$ cat src/pkg/iopg_pkg.sv
/*
  Register map, field layout and reset values of the I/O pin group.
  Assumes an 8-bit register port with byte offsets as printed.
*/
package iopg_pkg;
  localparam int IOPG_PINS = 8;
  localparam logic [5:0] IOPG_DIR = 6'h00;
  localparam logic [5:0] IOPG_DRIVE_ENABLE_SET = 6'h01;
  localparam logic [5:0] IOPG_DRIVE_ENABLE_CLEAR = 6'h02;
  localparam logic [5:0] IOPG_DRIVE_ENABLE_TOGGLE = 6'h03;
  localparam logic [5:0] IOPG_OUT = 6'h04;
  localparam logic [5:0] IOPG_DRIVE_VALUE_SET = 6'h05;
  localparam logic [5:0] IOPG_DRIVE_VALUE_CLEAR = 6'h06;
  localparam logic [5:0] IOPG_DRIVE_VALUE_TOGGLE = 6'h07;
  localparam logic [5:0] IOPG_IN = 6'h08;
  localparam logic [5:0] IOPG_FLAGS = 6'h09;
  localparam logic [5:0] IOPG_GCTRL = 6'h0A;
  localparam logic [5:0] IOPG_STAGE = 6'h0B;
  localparam logic [5:0] IOPG_COPY = 6'h0C;
  localparam logic [5:0] IOPG_ORSET = 6'h0D;
  localparam logic [5:0] IOPG_ANDCLR = 6'h0E;
  localparam logic [5:0] IOPG_PINCFG = 6'h10;
  // Fast alias window: drive_enable, drive_value, sampled_level, flags
  localparam logic [5:0] IOPG_ALIAS = 6'h20;
  localparam int IOPG_FLIP_BIT = 7;
  localparam int IOPG_PULL_BIT = 3;
  localparam logic [7:0] IOPG_CFG_MASK = 8'h8F;
  localparam logic [2:0] IOPG_SENSE_OFF = 3'h4;
  localparam logic [2:0] IOPG_SENSE_INTDIS = 3'h0;
  localparam logic [7:0] IOPG_RST8 = 8'h00;
  localparam logic [1:0] IOPG_DEAD_CYC = 2'h3;
  typedef logic [7:0] iopg_byte_t;
endpackage

$ cat src/pkg/iopg_pin_if.sv
/*
  Interface carrying the per-pin configuration from the main block to
  the pin sensing module. Assumes one clock for both ends.
*/
`timescale 1ns/1ps
interface iopg_pin_if;
  logic [7:0] sense_on;   // Input buffer enabled per pin
  logic [7:0] level;      // Polarity-corrected synchronized level
  logic [7:0] level_raw;  // Same with buffer gate, for events
  modport ctl (output sense_on, input level, input level_raw);
  modport snc (input sense_on, output level, output level_raw);
endinterface

$ cat src/hw/iopg_sync.sv
/*
  Two-stage synchroniser for the pin levels with per-pin hold while the
  input buffer is off. Assumes pin levels already corrected for polarity.
*/
`timescale 1ns/1ps
module iopg_sync
  import iopg_pkg::*;
(
  input wire logic ref_clk,     // Peripheral clock
  input wire logic rst_n,       // Synchronous reset, active low
  input wire logic [7:0] pin_v, // Pin levels after polarity flip
  iopg_pin_if.snc pif           // Sense control and sampled level
);
  logic [7:0] s1_q;
  logic [7:0] s2_q;

  // First stage, read only by the second stage; held while buffer is off
  always_ff @(posedge ref_clk) begin
    if (!rst_n) begin
      s1_q <= IOPG_RST8;
    end else begin
      for (int i = 0; i < 8; i++) begin
        if (pif.sense_on[i]) begin
          s1_q[i] <= pin_v[i];
        end
      end
    end
  end

  // Second stage holds its value while the synchroniser is disabled
  always_ff @(posedge ref_clk) begin
    if (!rst_n) begin
      s2_q <= IOPG_RST8;
    end else begin
      for (int i = 0; i < 8; i++) begin
        if (pif.sense_on[i]) begin
          s2_q[i] <= s1_q[i];
        end
      end
    end
  end

  assign pif.level = s2_q;
  assign pif.level_raw = s2_q & pif.sense_on;
endmodule

$ cat src/hw/iopg_top.sv
/*
  One group of eight general purpose I/O pins: direction, drive value,
  sampled level, per-pin configuration with staged multi-pin update,
  slew limit, fast alias window, peripheral override, pin flags.
  Assumes an 8-bit register port with one-cycle strobes and read data
  in the following cycle; pin inputs synchronous to ref_clk.
*/
// Summary of operation
// - After reset all drivers are off and every input buffer is on.
// - A pin drives while its drive-enable bit is one.
// - Drive-enable set and clear strobes change only the written pins.
// - Drive-enable toggle strobe inverts the written bits.
// - Drive-value set strobe forces written bits to one.
// - Drive-value clear strobe forces written bits to zero.
// - Toggle strobe or a write to sampled level inverts drive bits.
// - Pin levels are synchronised and readable in either direction.
// - Slew-limit bit one limits slew on every pin of the group.
// - Pin n configuration sits at group base plus 0x10 plus n.
// - Polarity flip inverts input and output of that pin.
// - Changing the polarity flip makes an edge on the internal signal.
// - Pull-up connects only when enabled and the pin is an input.
// - Buffer-off setting stops the synchroniser; sampled bit holds.
// - Copy strobe loads the staged setting into selected pins.
// - Or strobe sets selected pins' bits that are one in the stage.
// - And-not strobe clears selected pins' bits one in the stage.
// - Staged setting is shared by all groups; strobes act locally.
// - Alias window accesses act exactly like the regular registers.
// - Peripheral override replaces only the aspects it claims.
// - Group request stays asserted while any pin flag is set.
// - Event output follows the level, zero with the buffer off.
// - No new pin interrupt for three clocks after the previous one.
`timescale 1ns/1ps
module iopg_top
  import iopg_pkg::*;
(
  input wire logic ref_clk,           // Peripheral clock, 200 MHz
  input wire logic rst_n,             // Synchronous reset, active low
  input wire logic [5:0] reg_addr,    // Register byte offset
  input wire logic [7:0] reg_wdata,   // Write data
  input wire logic reg_wr,            // Write strobe
  input wire logic reg_rd,            // Read strobe
  output logic [7:0] reg_rdata,       // Read data, cycle after strobe
  input wire logic [7:0] stage_in,    // Shared staged setting value
  output logic [7:0] stage_wr_data,   // Data for shared staged setting
  output logic stage_wr,              // Pulse: write shared stage
  input wire logic [7:0] pad_in,      // Pin levels
  output logic [7:0] pad_out,         // Pin drive levels
  output logic [7:0] pad_oe,          // Pin drive enables
  output logic [7:0] pad_pull,        // Weak pull-up enables
  output logic [7:0] pad_ibuf_en,     // Digital input buffer enables
  output logic pad_slew_limit,        // Slew limit for the group
  input wire logic [7:0] per_oe_ovr,  // Peripheral claims direction
  input wire logic [7:0] per_oe,      // Peripheral direction
  input wire logic [7:0] per_out_ovr, // Peripheral claims value
  input wire logic [7:0] per_out,     // Peripheral value
  output logic [7:0] pin_level,       // Level seen by peripherals
  output logic [7:0] pin_event,       // Event outputs
  output logic pin_irq                // Group interrupt request
);
  iopg_pin_if pif ();

  logic [7:0] dir_q;
  logic [7:0] out_q;
  logic [7:0] flag_q;
  logic slr_q;
  logic [7:0] cfg_q [IOPG_PINS];
  logic [7:0] flip;
  logic [7:0] lvl_prev_q;
  logic [1:0] dead_q [IOPG_PINS];
  logic [7:0] rdata_d;
  logic [5:0] ea;
  logic wr;

  // Alias window folds onto the regular offsets, so both paths share logic
  function automatic logic [5:0] alias_map(input logic [5:0] a);
    logic [5:0] r;
    r = a;
    if (a == IOPG_ALIAS) r = IOPG_DIR;
    else if (a == IOPG_ALIAS + 6'h01) r = IOPG_OUT;
    else if (a == IOPG_ALIAS + 6'h02) r = IOPG_IN;
    else if (a == IOPG_ALIAS + 6'h03) r = IOPG_FLAGS;
    return r;
  endfunction

  // Sense setting decides whether an edge, or for setting 5 a low level, sets the flag
  function automatic logic sense_hit(input logic [2:0] s, input logic p,
                                     input logic c);
    logic h;
    h = 1'b0;
    case (s)
      3'h1: h = p ^ c;
      3'h2: h = c & ~p;
      3'h3: h = p & ~c;
      3'h5: h = ~c;
      default: h = 1'b0;
    endcase
    return h;
  endfunction

  assign ea = alias_map(reg_addr);
  assign wr = reg_wr;

  always_comb begin
    for (int i = 0; i < 8; i++) begin
      flip[i] = cfg_q[i][IOPG_FLIP_BIT];
      pif.sense_on[i] = (cfg_q[i][2:0] != IOPG_SENSE_OFF);
    end
  end

  iopg_sync u_sync (
    .ref_clk(ref_clk),
    .rst_n(rst_n),
    .pin_v(pad_in ^ flip),
    .pif(pif)
  );

  // Direction register with hardware set, clear and toggle
  always_ff @(posedge ref_clk) begin
    if (!rst_n) begin
      dir_q <= IOPG_RST8;
    end else if (wr) begin
      case (ea)
        IOPG_DIR: dir_q <= reg_wdata;
        IOPG_DRIVE_ENABLE_SET: dir_q <= dir_q | reg_wdata;
        IOPG_DRIVE_ENABLE_CLEAR: dir_q <= dir_q & ~reg_wdata;
        IOPG_DRIVE_ENABLE_TOGGLE: dir_q <= dir_q ^ reg_wdata;
        default: dir_q <= dir_q;
      endcase
    end
  end

  // Drive value; stored as software writes it on every pin, flipped pins
  // get the complement only at the pad output
  always_ff @(posedge ref_clk) begin
    if (!rst_n) begin
      out_q <= IOPG_RST8;
    end else if (wr) begin
      case (ea)
        IOPG_OUT: out_q <= reg_wdata;
        IOPG_DRIVE_VALUE_SET: out_q <= out_q | reg_wdata;
        IOPG_DRIVE_VALUE_CLEAR: out_q <= out_q & ~reg_wdata;
        IOPG_DRIVE_VALUE_TOGGLE: out_q <= out_q ^ reg_wdata;
        IOPG_IN: out_q <= out_q ^ reg_wdata;
        default: out_q <= out_q;
      endcase
    end
  end

  // Slew limit control
  always_ff @(posedge ref_clk) begin
    if (!rst_n) begin
      slr_q <= 1'b0;
    end else if (wr && ea == IOPG_GCTRL) begin
      slr_q <= reg_wdata[0];
    end
  end

  // Staged setting lives outside: one storage for every group
  always_ff @(posedge ref_clk) begin
    if (!rst_n) begin
      stage_wr <= 1'b0;
      stage_wr_data <= IOPG_RST8;
    end else begin
      stage_wr <= wr && ea == IOPG_STAGE;
      stage_wr_data <= reg_wdata & IOPG_CFG_MASK;
    end
  end

  // Per-pin configuration: direct write, copy, or and and-not strobes
  always_ff @(posedge ref_clk) begin
    if (!rst_n) begin
      for (int i = 0; i < 8; i++) cfg_q[i] <= IOPG_RST8;
    end else if (wr) begin
      for (int i = 0; i < 8; i++) begin
        if (ea == IOPG_PINCFG + 6'(i)) begin
          cfg_q[i] <= reg_wdata & IOPG_CFG_MASK;
        end else if (ea == IOPG_COPY && reg_wdata[i]) begin
          cfg_q[i] <= stage_in & IOPG_CFG_MASK;
        end else if (ea == IOPG_ORSET && reg_wdata[i]) begin
          cfg_q[i] <= cfg_q[i] | (stage_in & IOPG_CFG_MASK);
        end else if (ea == IOPG_ANDCLR && reg_wdata[i]) begin
          cfg_q[i] <= cfg_q[i] & ~stage_in;
        end
      end
    end
  end

  // Pin flags with dead time; a new event wins over a clear
  always_ff @(posedge ref_clk) begin
    if (!rst_n) begin
      lvl_prev_q <= IOPG_RST8;
      flag_q <= IOPG_RST8;
      for (int i = 0; i < 8; i++) dead_q[i] <= 2'h0;
    end else begin
      lvl_prev_q <= pif.level;
      for (int i = 0; i < 8; i++) begin
        if (pif.sense_on[i] && dead_q[i] == 2'h0 &&
            sense_hit(cfg_q[i][2:0], lvl_prev_q[i], pif.level[i])) begin
          flag_q[i] <= 1'b1;
          dead_q[i] <= IOPG_DEAD_CYC;
        end else begin
          if (wr && ea == IOPG_FLAGS && reg_wdata[i]) flag_q[i] <= 1'b0;
          if (dead_q[i] != 2'h0) dead_q[i] <= dead_q[i] - 2'h1;
        end
      end
    end
  end

  // Pin drivers, overrides and status outputs, all registered
  always_ff @(posedge ref_clk) begin
    if (!rst_n) begin
      pad_oe <= IOPG_RST8;
      pad_out <= IOPG_RST8;
      pad_pull <= IOPG_RST8;
      pad_ibuf_en <= 8'hFF;
      pad_slew_limit <= 1'b0;
      pin_level <= IOPG_RST8;
      pin_event <= IOPG_RST8;
      pin_irq <= 1'b0;
    end else begin
      for (int i = 0; i < 8; i++) begin
        // Unclaimed aspects stay with the general purpose registers
        pad_oe[i] <= per_oe_ovr[i] ? per_oe[i] : dir_q[i];
        pad_out[i] <= (per_out_ovr[i] ? per_out[i] : out_q[i]) ^ flip[i];
        pad_pull[i] <= cfg_q[i][IOPG_PULL_BIT] &
                       ~(per_oe_ovr[i] ? per_oe[i] : dir_q[i]);
        pad_ibuf_en[i] <= pif.sense_on[i];
      end
      pad_slew_limit <= slr_q;
      pin_level <= pif.level;
      pin_event <= pif.level_raw;
      pin_irq <= |flag_q;
    end
  end

  // Read path; unmapped offsets read zero
  always_comb begin
    rdata_d = IOPG_RST8;
    case (ea)
      IOPG_DIR: rdata_d = dir_q;
      IOPG_OUT: rdata_d = out_q;
      IOPG_IN: rdata_d = pif.level;
      IOPG_FLAGS: rdata_d = flag_q;
      IOPG_GCTRL: rdata_d = {7'h00, slr_q};
      IOPG_STAGE: rdata_d = stage_in & IOPG_CFG_MASK;
      default: begin
        for (int i = 0; i < 8; i++) begin
          if (ea == IOPG_PINCFG + 6'(i)) rdata_d = cfg_q[i];
        end
      end
    endcase
  end

  always_ff @(posedge ref_clk) begin
    if (!rst_n) reg_rdata <= IOPG_RST8;
    else if (reg_rd) reg_rdata <= rdata_d;
    else reg_rdata <= IOPG_RST8;
  end

  a_dir_set_bit: assert property (@(posedge ref_clk) disable iff (!rst_n)
    wr && reg_addr == IOPG_DRIVE_ENABLE_SET |=> (dir_q & $past(reg_wdata)) ==
      $past(reg_wdata))
    else $error("drive enable set lost");
  a_dir_toggle: assert property (@(posedge ref_clk) disable iff (!rst_n)
    wr && reg_addr == IOPG_DRIVE_ENABLE_TOGGLE |=> dir_q == ($past(dir_q) ^
      $past(reg_wdata)))
    else $error("drive enable toggle wrong");
  a_out_clear: assert property (@(posedge ref_clk) disable iff (!rst_n)
    wr && reg_addr == IOPG_DRIVE_VALUE_CLEAR |=> (out_q & $past(reg_wdata)) == 8'h00)
    else $error("drive value clear failed");
  a_in_toggle: assert property (@(posedge ref_clk) disable iff (!rst_n)
    wr && ea == IOPG_IN |=> out_q == ($past(out_q) ^ $past(reg_wdata)))
    else $error("sampled level write did not toggle");
  a_oe_follow: assert property (@(posedge ref_clk) disable iff (!rst_n)
    per_oe_ovr == 8'h00 |=> pad_oe == $past(dir_q))
    else $error("driver not following direction");
  a_pull_off_out: assert property (@(posedge ref_clk) disable iff (!rst_n)
    ##1 (pad_pull & pad_oe) == 8'h00)
    else $error("pull-up on driven pin");
  a_copy_cfg: assert property (@(posedge ref_clk) disable iff (!rst_n)
    wr && reg_addr == IOPG_COPY && reg_wdata[0] |=>
      cfg_q[0] == ($past(stage_in) & IOPG_CFG_MASK))
    else $error("copy strobe did not load pin 0");
  a_irq_flag: assert property (@(posedge ref_clk) disable iff (!rst_n)
    flag_q != 8'h00 |=> pin_irq)
    else $error("request missing with flag set");
  a_slew_out: assert property (@(posedge ref_clk) disable iff (!rst_n)
    wr && reg_addr == IOPG_GCTRL && reg_wdata[0] |-> ##2 pad_slew_limit)
    else $error("slew limit not applied");

  // Clear strobe on the drive enable must drop every written bit
  a_dir_clr_bit: assert property (@(posedge ref_clk)
    disable iff (!rst_n)
    wr && reg_addr == IOPG_DRIVE_ENABLE_CLEAR |=> (dir_q & $past(reg_wdata)) == 8'h00)
    else $error("drive enable clear lost");
  // Set strobe on the drive value forces the written bits high
  a_out_set_bit: assert property (@(posedge ref_clk)
    disable iff (!rst_n)
    wr && reg_addr == IOPG_DRIVE_VALUE_SET |=>
      (out_q & $past(reg_wdata)) == $past(reg_wdata))
    else $error("drive value set lost");
  // Toggle strobe inverts exactly the written bits
  a_out_tgl_bit: assert property (@(posedge ref_clk)
    disable iff (!rst_n)
    wr && reg_addr == IOPG_DRIVE_VALUE_TOGGLE |=> out_q == ($past(out_q) ^
      $past(reg_wdata)))
    else $error("drive value toggle wrong");
  // Buffer enable follows the sense setting one clock later
  a_ibuf_follow: assert property (@(posedge ref_clk)
    disable iff (!rst_n)
    1'b1 |=> pad_ibuf_en == $past(pif.sense_on))
    else $error("input buffer enable wrong");
  // Events are gated off while the buffer is disabled
  a_event_gate: assert property (@(posedge ref_clk)
    disable iff (!rst_n)
    1'b1 |=> pin_event == ($past(pif.level) & $past(pif.sense_on)))
    else $error("event output not gated");
  // Peripherals see the polarity-corrected level, flip edges included
  a_level_out: assert property (@(posedge ref_clk)
    disable iff (!rst_n)
    1'b1 |=> pin_level == $past(pif.level))
    else $error("pin level not forwarded");
  // No new flag on pin 0 while its dead time runs
  a_dead_hold: assert property (@(posedge ref_clk)
    disable iff (!rst_n)
    dead_q[0] != 2'h0 && !flag_q[0] |=> !flag_q[0])
    else $error("flag set inside dead time");
  // Every new flag on pin 0 starts a full dead time
  a_dead_load: assert property (@(posedge ref_clk)
    disable iff (!rst_n)
    $rose(flag_q[0]) |-> dead_q[0] == IOPG_DEAD_CYC)
    else $error("dead time not started");
  // Request drops once every flag is cleared
  a_irq_clear: assert property (@(posedge ref_clk)
    disable iff (!rst_n)
    flag_q == 8'h00 |=> !pin_irq)
    else $error("request without flag");
  // Or strobe sets on pin 0 every bit that is one in the stage
  a_cfg_or_bit: assert property (@(posedge ref_clk)
    disable iff (!rst_n)
    wr && reg_addr == IOPG_ORSET && reg_wdata[0] |=>
      (cfg_q[0] & $past(stage_in) & IOPG_CFG_MASK) ==
      ($past(stage_in) & IOPG_CFG_MASK))
    else $error("or strobe missed a bit");
  // And-not strobe clears on pin 0 every bit that is one in the stage
  a_cfg_andnot: assert property (@(posedge ref_clk)
    disable iff (!rst_n)
    wr && reg_addr == IOPG_ANDCLR && reg_wdata[0] |=>
      (cfg_q[0] & $past(stage_in)) == 8'h00)
    else $error("and-not strobe left a bit");
  // Pin 5 configuration sits at its own offset
  a_cfg_addr: assert property (@(posedge ref_clk)
    disable iff (!rst_n)
    wr && reg_addr == IOPG_PINCFG + 6'h05 |=>
      cfg_q[5] == ($past(reg_wdata) & IOPG_CFG_MASK))
    else $error("pin configuration offset wrong");
  // A stage write reaches the shared storage as a one-cycle request
  a_stage_req: assert property (@(posedge ref_clk)
    disable iff (!rst_n)
    wr && reg_addr == IOPG_STAGE |=> stage_wr &&
      stage_wr_data == ($past(reg_wdata) & IOPG_CFG_MASK))
    else $error("stage write request missing");
  // Without a claim the driven level is the drive value in pin polarity
  a_drive_flip: assert property (@(posedge ref_clk)
    disable iff (!rst_n)
    per_out_ovr == 8'h00 |=> pad_out == ($past(out_q) ^ $past(flip)))
    else $error("drive level polarity wrong");
  // With the buffer off the sampled bit of pin 0 must hold
  a_sync_hold: assert property (@(posedge ref_clk)
    disable iff (!rst_n)
    !pif.sense_on[0] |=> $stable(pif.level[0]))
    else $error("sampled bit moved with buffer off");
endmodule

$ cat config.mk
export PLATFORM = sky130hd
export DESIGN_NAME = iopg_top
export DESIGN_NICKNAME = d
export VERILOG_FILES = /design/src/pkg/iopg_pkg.sv /design/src/pkg/iopg_pin_if.sv /design/src/hw/iopg_sync.sv /design/src/hw/iopg_top.sv
export SDC_FILE = /design/constraint.sdc
export NUM_CORES = 1
export LEC_CHECK = 0
export BUFFER_PORTS_ARGS = -buffer_cell sky130_fd_sc_hd__clkbuf_2
export CORE_ASPECT_RATIO = 1.5
export CORE_UTILIZATION = 40
export DETAILED_ROUTE_END_ITERATION = 8
export PLACE_DENSITY = 0.57
export SYNTH_ARGS = -nofsm -noshare
export SYNTH_HDL_FRONTEND = slang
export SYNTH_SLANG_ARGS = --single-unit
export TNS_END_PERCENT = 1
$ cat constraint.sdc
create_clock -name ref_clk -period 2.9 [get_ports ref_clk]
set_clock_uncertainty 0.2 [all_clocks]
set_input_delay 0.58 -clock ref_clk [delete_from_list [all_inputs] [get_ports ref_clk]]
set_output_delay 0.58 -clock ref_clk [all_outputs]
set_load 0.03 [all_outputs]
[Word-level counts from Yosys, hierarchy flattened]
Memories as Yosys holds them, arrays and structs flattened.
Index checks and enable logic that the tools add are counted.
Word-level totals
  memories kept: 2
  memory bits (writable): 80
  flip-flop bits (word level): 108
  input bits: 66
Cells by class
  muxes and demuxes: 344
  reductions and logical operators: 83
  add/sub/neg operators: 8
  bitwise logic cells: 138
  equal/unequal tests: 66
Memories
  cfg_q: words 8, bits a word 8, read ports 8, clocked after Yosys merged registers in 0, write ports 8, line iopg_top.sv:66  | logic [7:0] cfg_q [IOPG_PINS];
  dead_q: words 8, bits a word 2, read ports 8, clocked after Yosys merged registers in 0, write ports 8, line iopg_top.sv:69  | logic [1:0] dead_q [IOPG_PINS];
Operators by type and width (count)
  $mux W8: 40
  $mux W1: 273
  $and A8 B8 Y8: 11
  $or A8 B8 Y8: 10
  $pmux W8 S4: 2
  $logic_and A1 B1 Y1: 51
  $eq A3 B2 Y1 const B: 16
  $eq A6 B5 Y1 const B: 8
  $or A1 B1 Y1: 48
  $pmux W8 S6: 1
  $eq A6 B4 Y1 const B: 7
  $mux W2: 16
  $pmux W1 S4: 8
  $reduce_bool A2 Y1: 16
  $and A1 B1 Y1: 24
  $eq A3 B1 Y1 const B: 8
  $eq A3 B3 Y1 const B: 8
  $eq A6 B3 Y1 const B: 4
  $eq A6 B6 Y1 const B: 4
  $mux W6: 4
  $ne A3 B3 Y1 const B: 8
  $not A1 Y1: 24
  $xor A8 B8 Y8: 3
  $logic_not A2 Y1: 8
  10 further kinds: 37

[Longest topological paths before layout]
  word-level depth: 15
  mapped depth: 9

[Hierarchy]
A second synthesis with hierarchy kept.
Unflattened totals
  cells, all modules: 1138
  area total of the unflattened synthesis: 10727.8 sq um
Modules (own cells, without submodules)
  iopg_top: cells each 1081, instances 1, area an instance 10079.7 sq um
  iopg_sync: cells each 57, instances 1, area an instance 648.1 sq um

[Worst setup path before layout]
OpenSTA, ideal clock, no wires.
  path type: in2reg
  start point: input port reg_wr
  end point: memory cfg_q[6][4] (netlist: cfg_q[1][20]) (enable)
  arrival time: 2028 ps
  setup slack: 345 ps
  setup time: 327 ps
  stages on the path: 7
  required time: 2373 ps
  cells stage by stage: buf_2 -> nand2_2 -> buf_4 -> nor3_4 -> a31oi_1 -> o21ai_1 -> a21boi_1
RTL lines
  start: declaration: line iopg_top.sv:40  | input wire logic reg_wr,
  end: declaration: line iopg_top.sv:66

[Worst setup path after layout]
  start point: input port reg_addr[0]
  end point: register reg_rdata[1]
Between the ends
  cells in the longest elaborated chain, start to end: 15
  elaborated cells between the ends (all ways): 31
  those cells by class: eq/ne: 17; mux: 13; reduce/logical: 1
Ends and longest elaborated chain
  start: declaration: line iopg_top.sv:38  | input wire logic [5:0] reg_addr,
  $eq A6 B6 Y1: line iopg_top.sv:81  | else if (a == IOPG_ALIAS + 6'h03) r = IOPG_FLAGS;
  $mux W6: line iopg_top.sv:81
  $mux W6: line iopg_top.sv:80  | else if (a == IOPG_ALIAS + 6'h02) r = IOPG_IN;
  $mux W6: line iopg_top.sv:79  | else if (a == IOPG_ALIAS + 6'h01) r = IOPG_OUT;
  $mux W6 (*): line iopg_top.sv:78  | if (a == IOPG_ALIAS) r = IOPG_DIR;
  $eq A6 B5 Y1: line iopg_top.sv:248  | if (ea == IOPG_PINCFG + 6'(i)) rdata_d = cfg_q[i];
  $mux W8 (8 in series): line iopg_top.sv:248
  $pmux W8 S6 (*): line iopg_top.sv:239  | case (ea)
  end signal: assignment: line iopg_top.sv:256  | else if (reg_rd) reg_rdata <= rdata_d;
  end: declaration: line iopg_top.sv:42  | output logic [7:0] reg_rdata,
Mark *: on every way between the ends. The rest lies on a longest branch, timed or not.
A chain may end at the register's enable or synchronous reset.

==> results.ini <==
[placed_design]
dpl.cell_count=1637
globalplace.congestion=0.955
io_buffer_count=129
hpwl_um=28500

[synthesis]
ys_types=81
syn-mean-instance-area_um2=9.64
synth_seq_area_share_pct=40.0
synthSimpleGateAreaFrac_pct=17.9
yosysMostFrequentCell=dfxtp_1
synth_compound_area_share_pct=19.4
yosys-top-cells-area=edfxtp_1 (21%), dfxtp_1 (19%), ha_1 (7.1%)
synthXorXnorAreaFrac_pct=1.71
ys_seq_elements=185
synth_top_cell_area_share_pct=21.3
synth_top_area_cell=edfxtp_1
synth_top_family_by_area=compound AO/OA/AOI/OAI gates
ys.flop_type=dfxtp_1
synthArstFlopShare_pct=0
synth_commonest_cells=dfxtp_1 (105), inv_1 (90), edfxtp_1 (80)
syn_area_um2=11300
synth_fa_ha_area_share_pct=7.11
synth_edf_count=80
muxShareOfSynthArea_pct=7.09
syn-instance-count=1168
yosys_warnings=0

[grt]
antenna_found_initial=0
grt_max_degree=46
grt_pass1_wl_um=56400
grt_pass1_vias=9386
overflow=0
grt.total_usage_pct=26.1

[drt]
totalWireLength_um=37200
firstDrtPassIters=8
vias_per_cell=5.79
ant_nets=0
drt_iter0_markers=893
dr_total_vias=9665
drc=3
wl_per_cell_um=22.3

[finish]
area_growth_pct=16.2
n_fill_cell=2633
utilization_pct=47.7
diodes=0
multi_input_comb_area_um2=6000
seqCellArea_um2=4500
stdcell_count=1669
drive_gt1_share_pct=20.5
nets=1444

[floorplanning]
core_region_area_um2=27400
dieHeight_um=207
fp.dieArea_um2=28800
die_w_um=139
rows=74
initial_core_util_pct=41.1
num_io_pins=133

[worst_hold_path]
hold_class=in2reg
holdPathStages=3

[critical_path]
critical_path.max_fanout=13
end_kind=register
startpoint_type=input port
critPathKind=in2reg
cp.required_ps=3010
worstRegToRegCells=5
cp_data_arrival_time_ps=2580

[pwr]
powerDensity_nw_per_um2=522
p_total_mw=6.84
leakage_nw=5.34
ir_drop_uv=459

[clocking]
cts_tree=done
clock-sinks=185
ctsHoldBuffers=0
cts_made_buffers=17
htreeDepth=4
clkLatencyLatePin_ps=460
post-cts-setup-buffer-count=0
cts-root-buf=clkbuf_16
path_clk_slew_ps=70
post_cts_resize_count=0
clock_path_buffers=2

[status]
status=finished with violations
violations=DRC

[timing]
holdWs_ps=223
max_slew_margin_pct=54.3
rsz0062_at_grt=false
setup_tns_ps=0
final.min_clock_period_ps=2460
max_freq_mhz=406
finalHoldViolations=0
timing.final.crit_share_pct=84.9
tightestPinTransition_ps=685
finalSetupViolations=0
final-max-slew-violation-count=0

[job]
cap_violations=0

==> stage by stage <==
stage                     instance area [um^2]  setup WS (ps)
after floorplan                          11300            345
after global placement                   12500           59.2
after detailed placement                 12500           73.2
after CTS                                13100            551
after global routing                     13100            443
final                                    13100            437
==> flip-flops by register name (all words and copies together) (netlist names) <==
signal and flops:
cfg_q 64, dead_q 16, dir_q 8, flag_q 8, out_q 8, pad_ibuf_en 8, pad_oe 8, pad_out 8
pad_pull 8, pad_slew_limit 1, pin_event 8, pin_irq 1, pin_level 8, reg_rdata 8, slr_q 1, stage_wr 1
stage_wr_data 5, u_sync.pif.level 8, u_sync.s1_q 8
==> cell usage in the layout, fill, tap and decap left out, drive strengths merged, types with 6 or more instances in the layout <==
cell	instances
o32ai	11
o211a	9
a221oi	7
mux2	12
buf	80
inv	95
o211ai	15
and2	37
a32oi	17
a22oi	27
and3	13
ha	64
nand3	29
nor3b	33
a21boi	23
a211o	6
nand2	65
o21a	12
xnor2	17
nor4	10
mux2i	64
a2bb2oi	9
edfxtp	80
nor2b	32
dfxtp	105
clkbuf	150
nor2	62
nand2b	7
a222oi	6
o22ai	12
o21ai	78
a31oi	7
a21oi	38
nor3	20
==> metal layers <==
layer,vias up,track usage [%],part of all wire [%]
met5,-,0,0
met4,0,16.9,5.6
met3,91,4.20,5.7
met2,388,43.0,48
met1,4640,31.6,41
li1,4546,-,-
==> area by class of cell <==
class / count / area share (%)
clock inverters: 9 / 0.478
inverters: 91 / 2.61
well taps: 342 / 3.27
multi-input cells: 812 / 45.9
flip-flops and latches: 185 / 34.4
clock buffers: 23 / 3.74
repair buffers: 207 / 9.62
==> power by group <==
part           switching, mW  internal, mW  total (mW)
Combinational          0.869         0.549        1.42
Sequential             0.163          2.99        3.15
Clock                   1.07          1.20        2.26
Total                   2.10          4.74        6.84
==> critical path, cell delays in order <==
cell and delay (ps):
buf_2 340, mux2_1 380, a222oi_1 570, o211ai_1 210, a221oi_1 360, a311oi_1 120
==> cell families after synthesis <==
logic type               Yosys count
AND/OR/NAND/NOR                  337
AO/OA/AOI/OAI                    309
flip-flops                       185
buffers and inverters            173
multiplexers                      77
adder cells (fa/ha/maj)           64
XOR/XNOR                          22
other                              1
==> path summary, 6_finish.rpt <==
kind,startpoint,to,slack [ps]
hold reg to reg,flag_q[5],flag_q[5],290
setup reg to reg,cfg_q[0][17],reg_rdata[1],480
setup / recovery,reg_addr[0],reg_rdata[1],440
hold / removal,per_oe[5],pad_oe[5],220
Power figures use the tool's default switching activity.
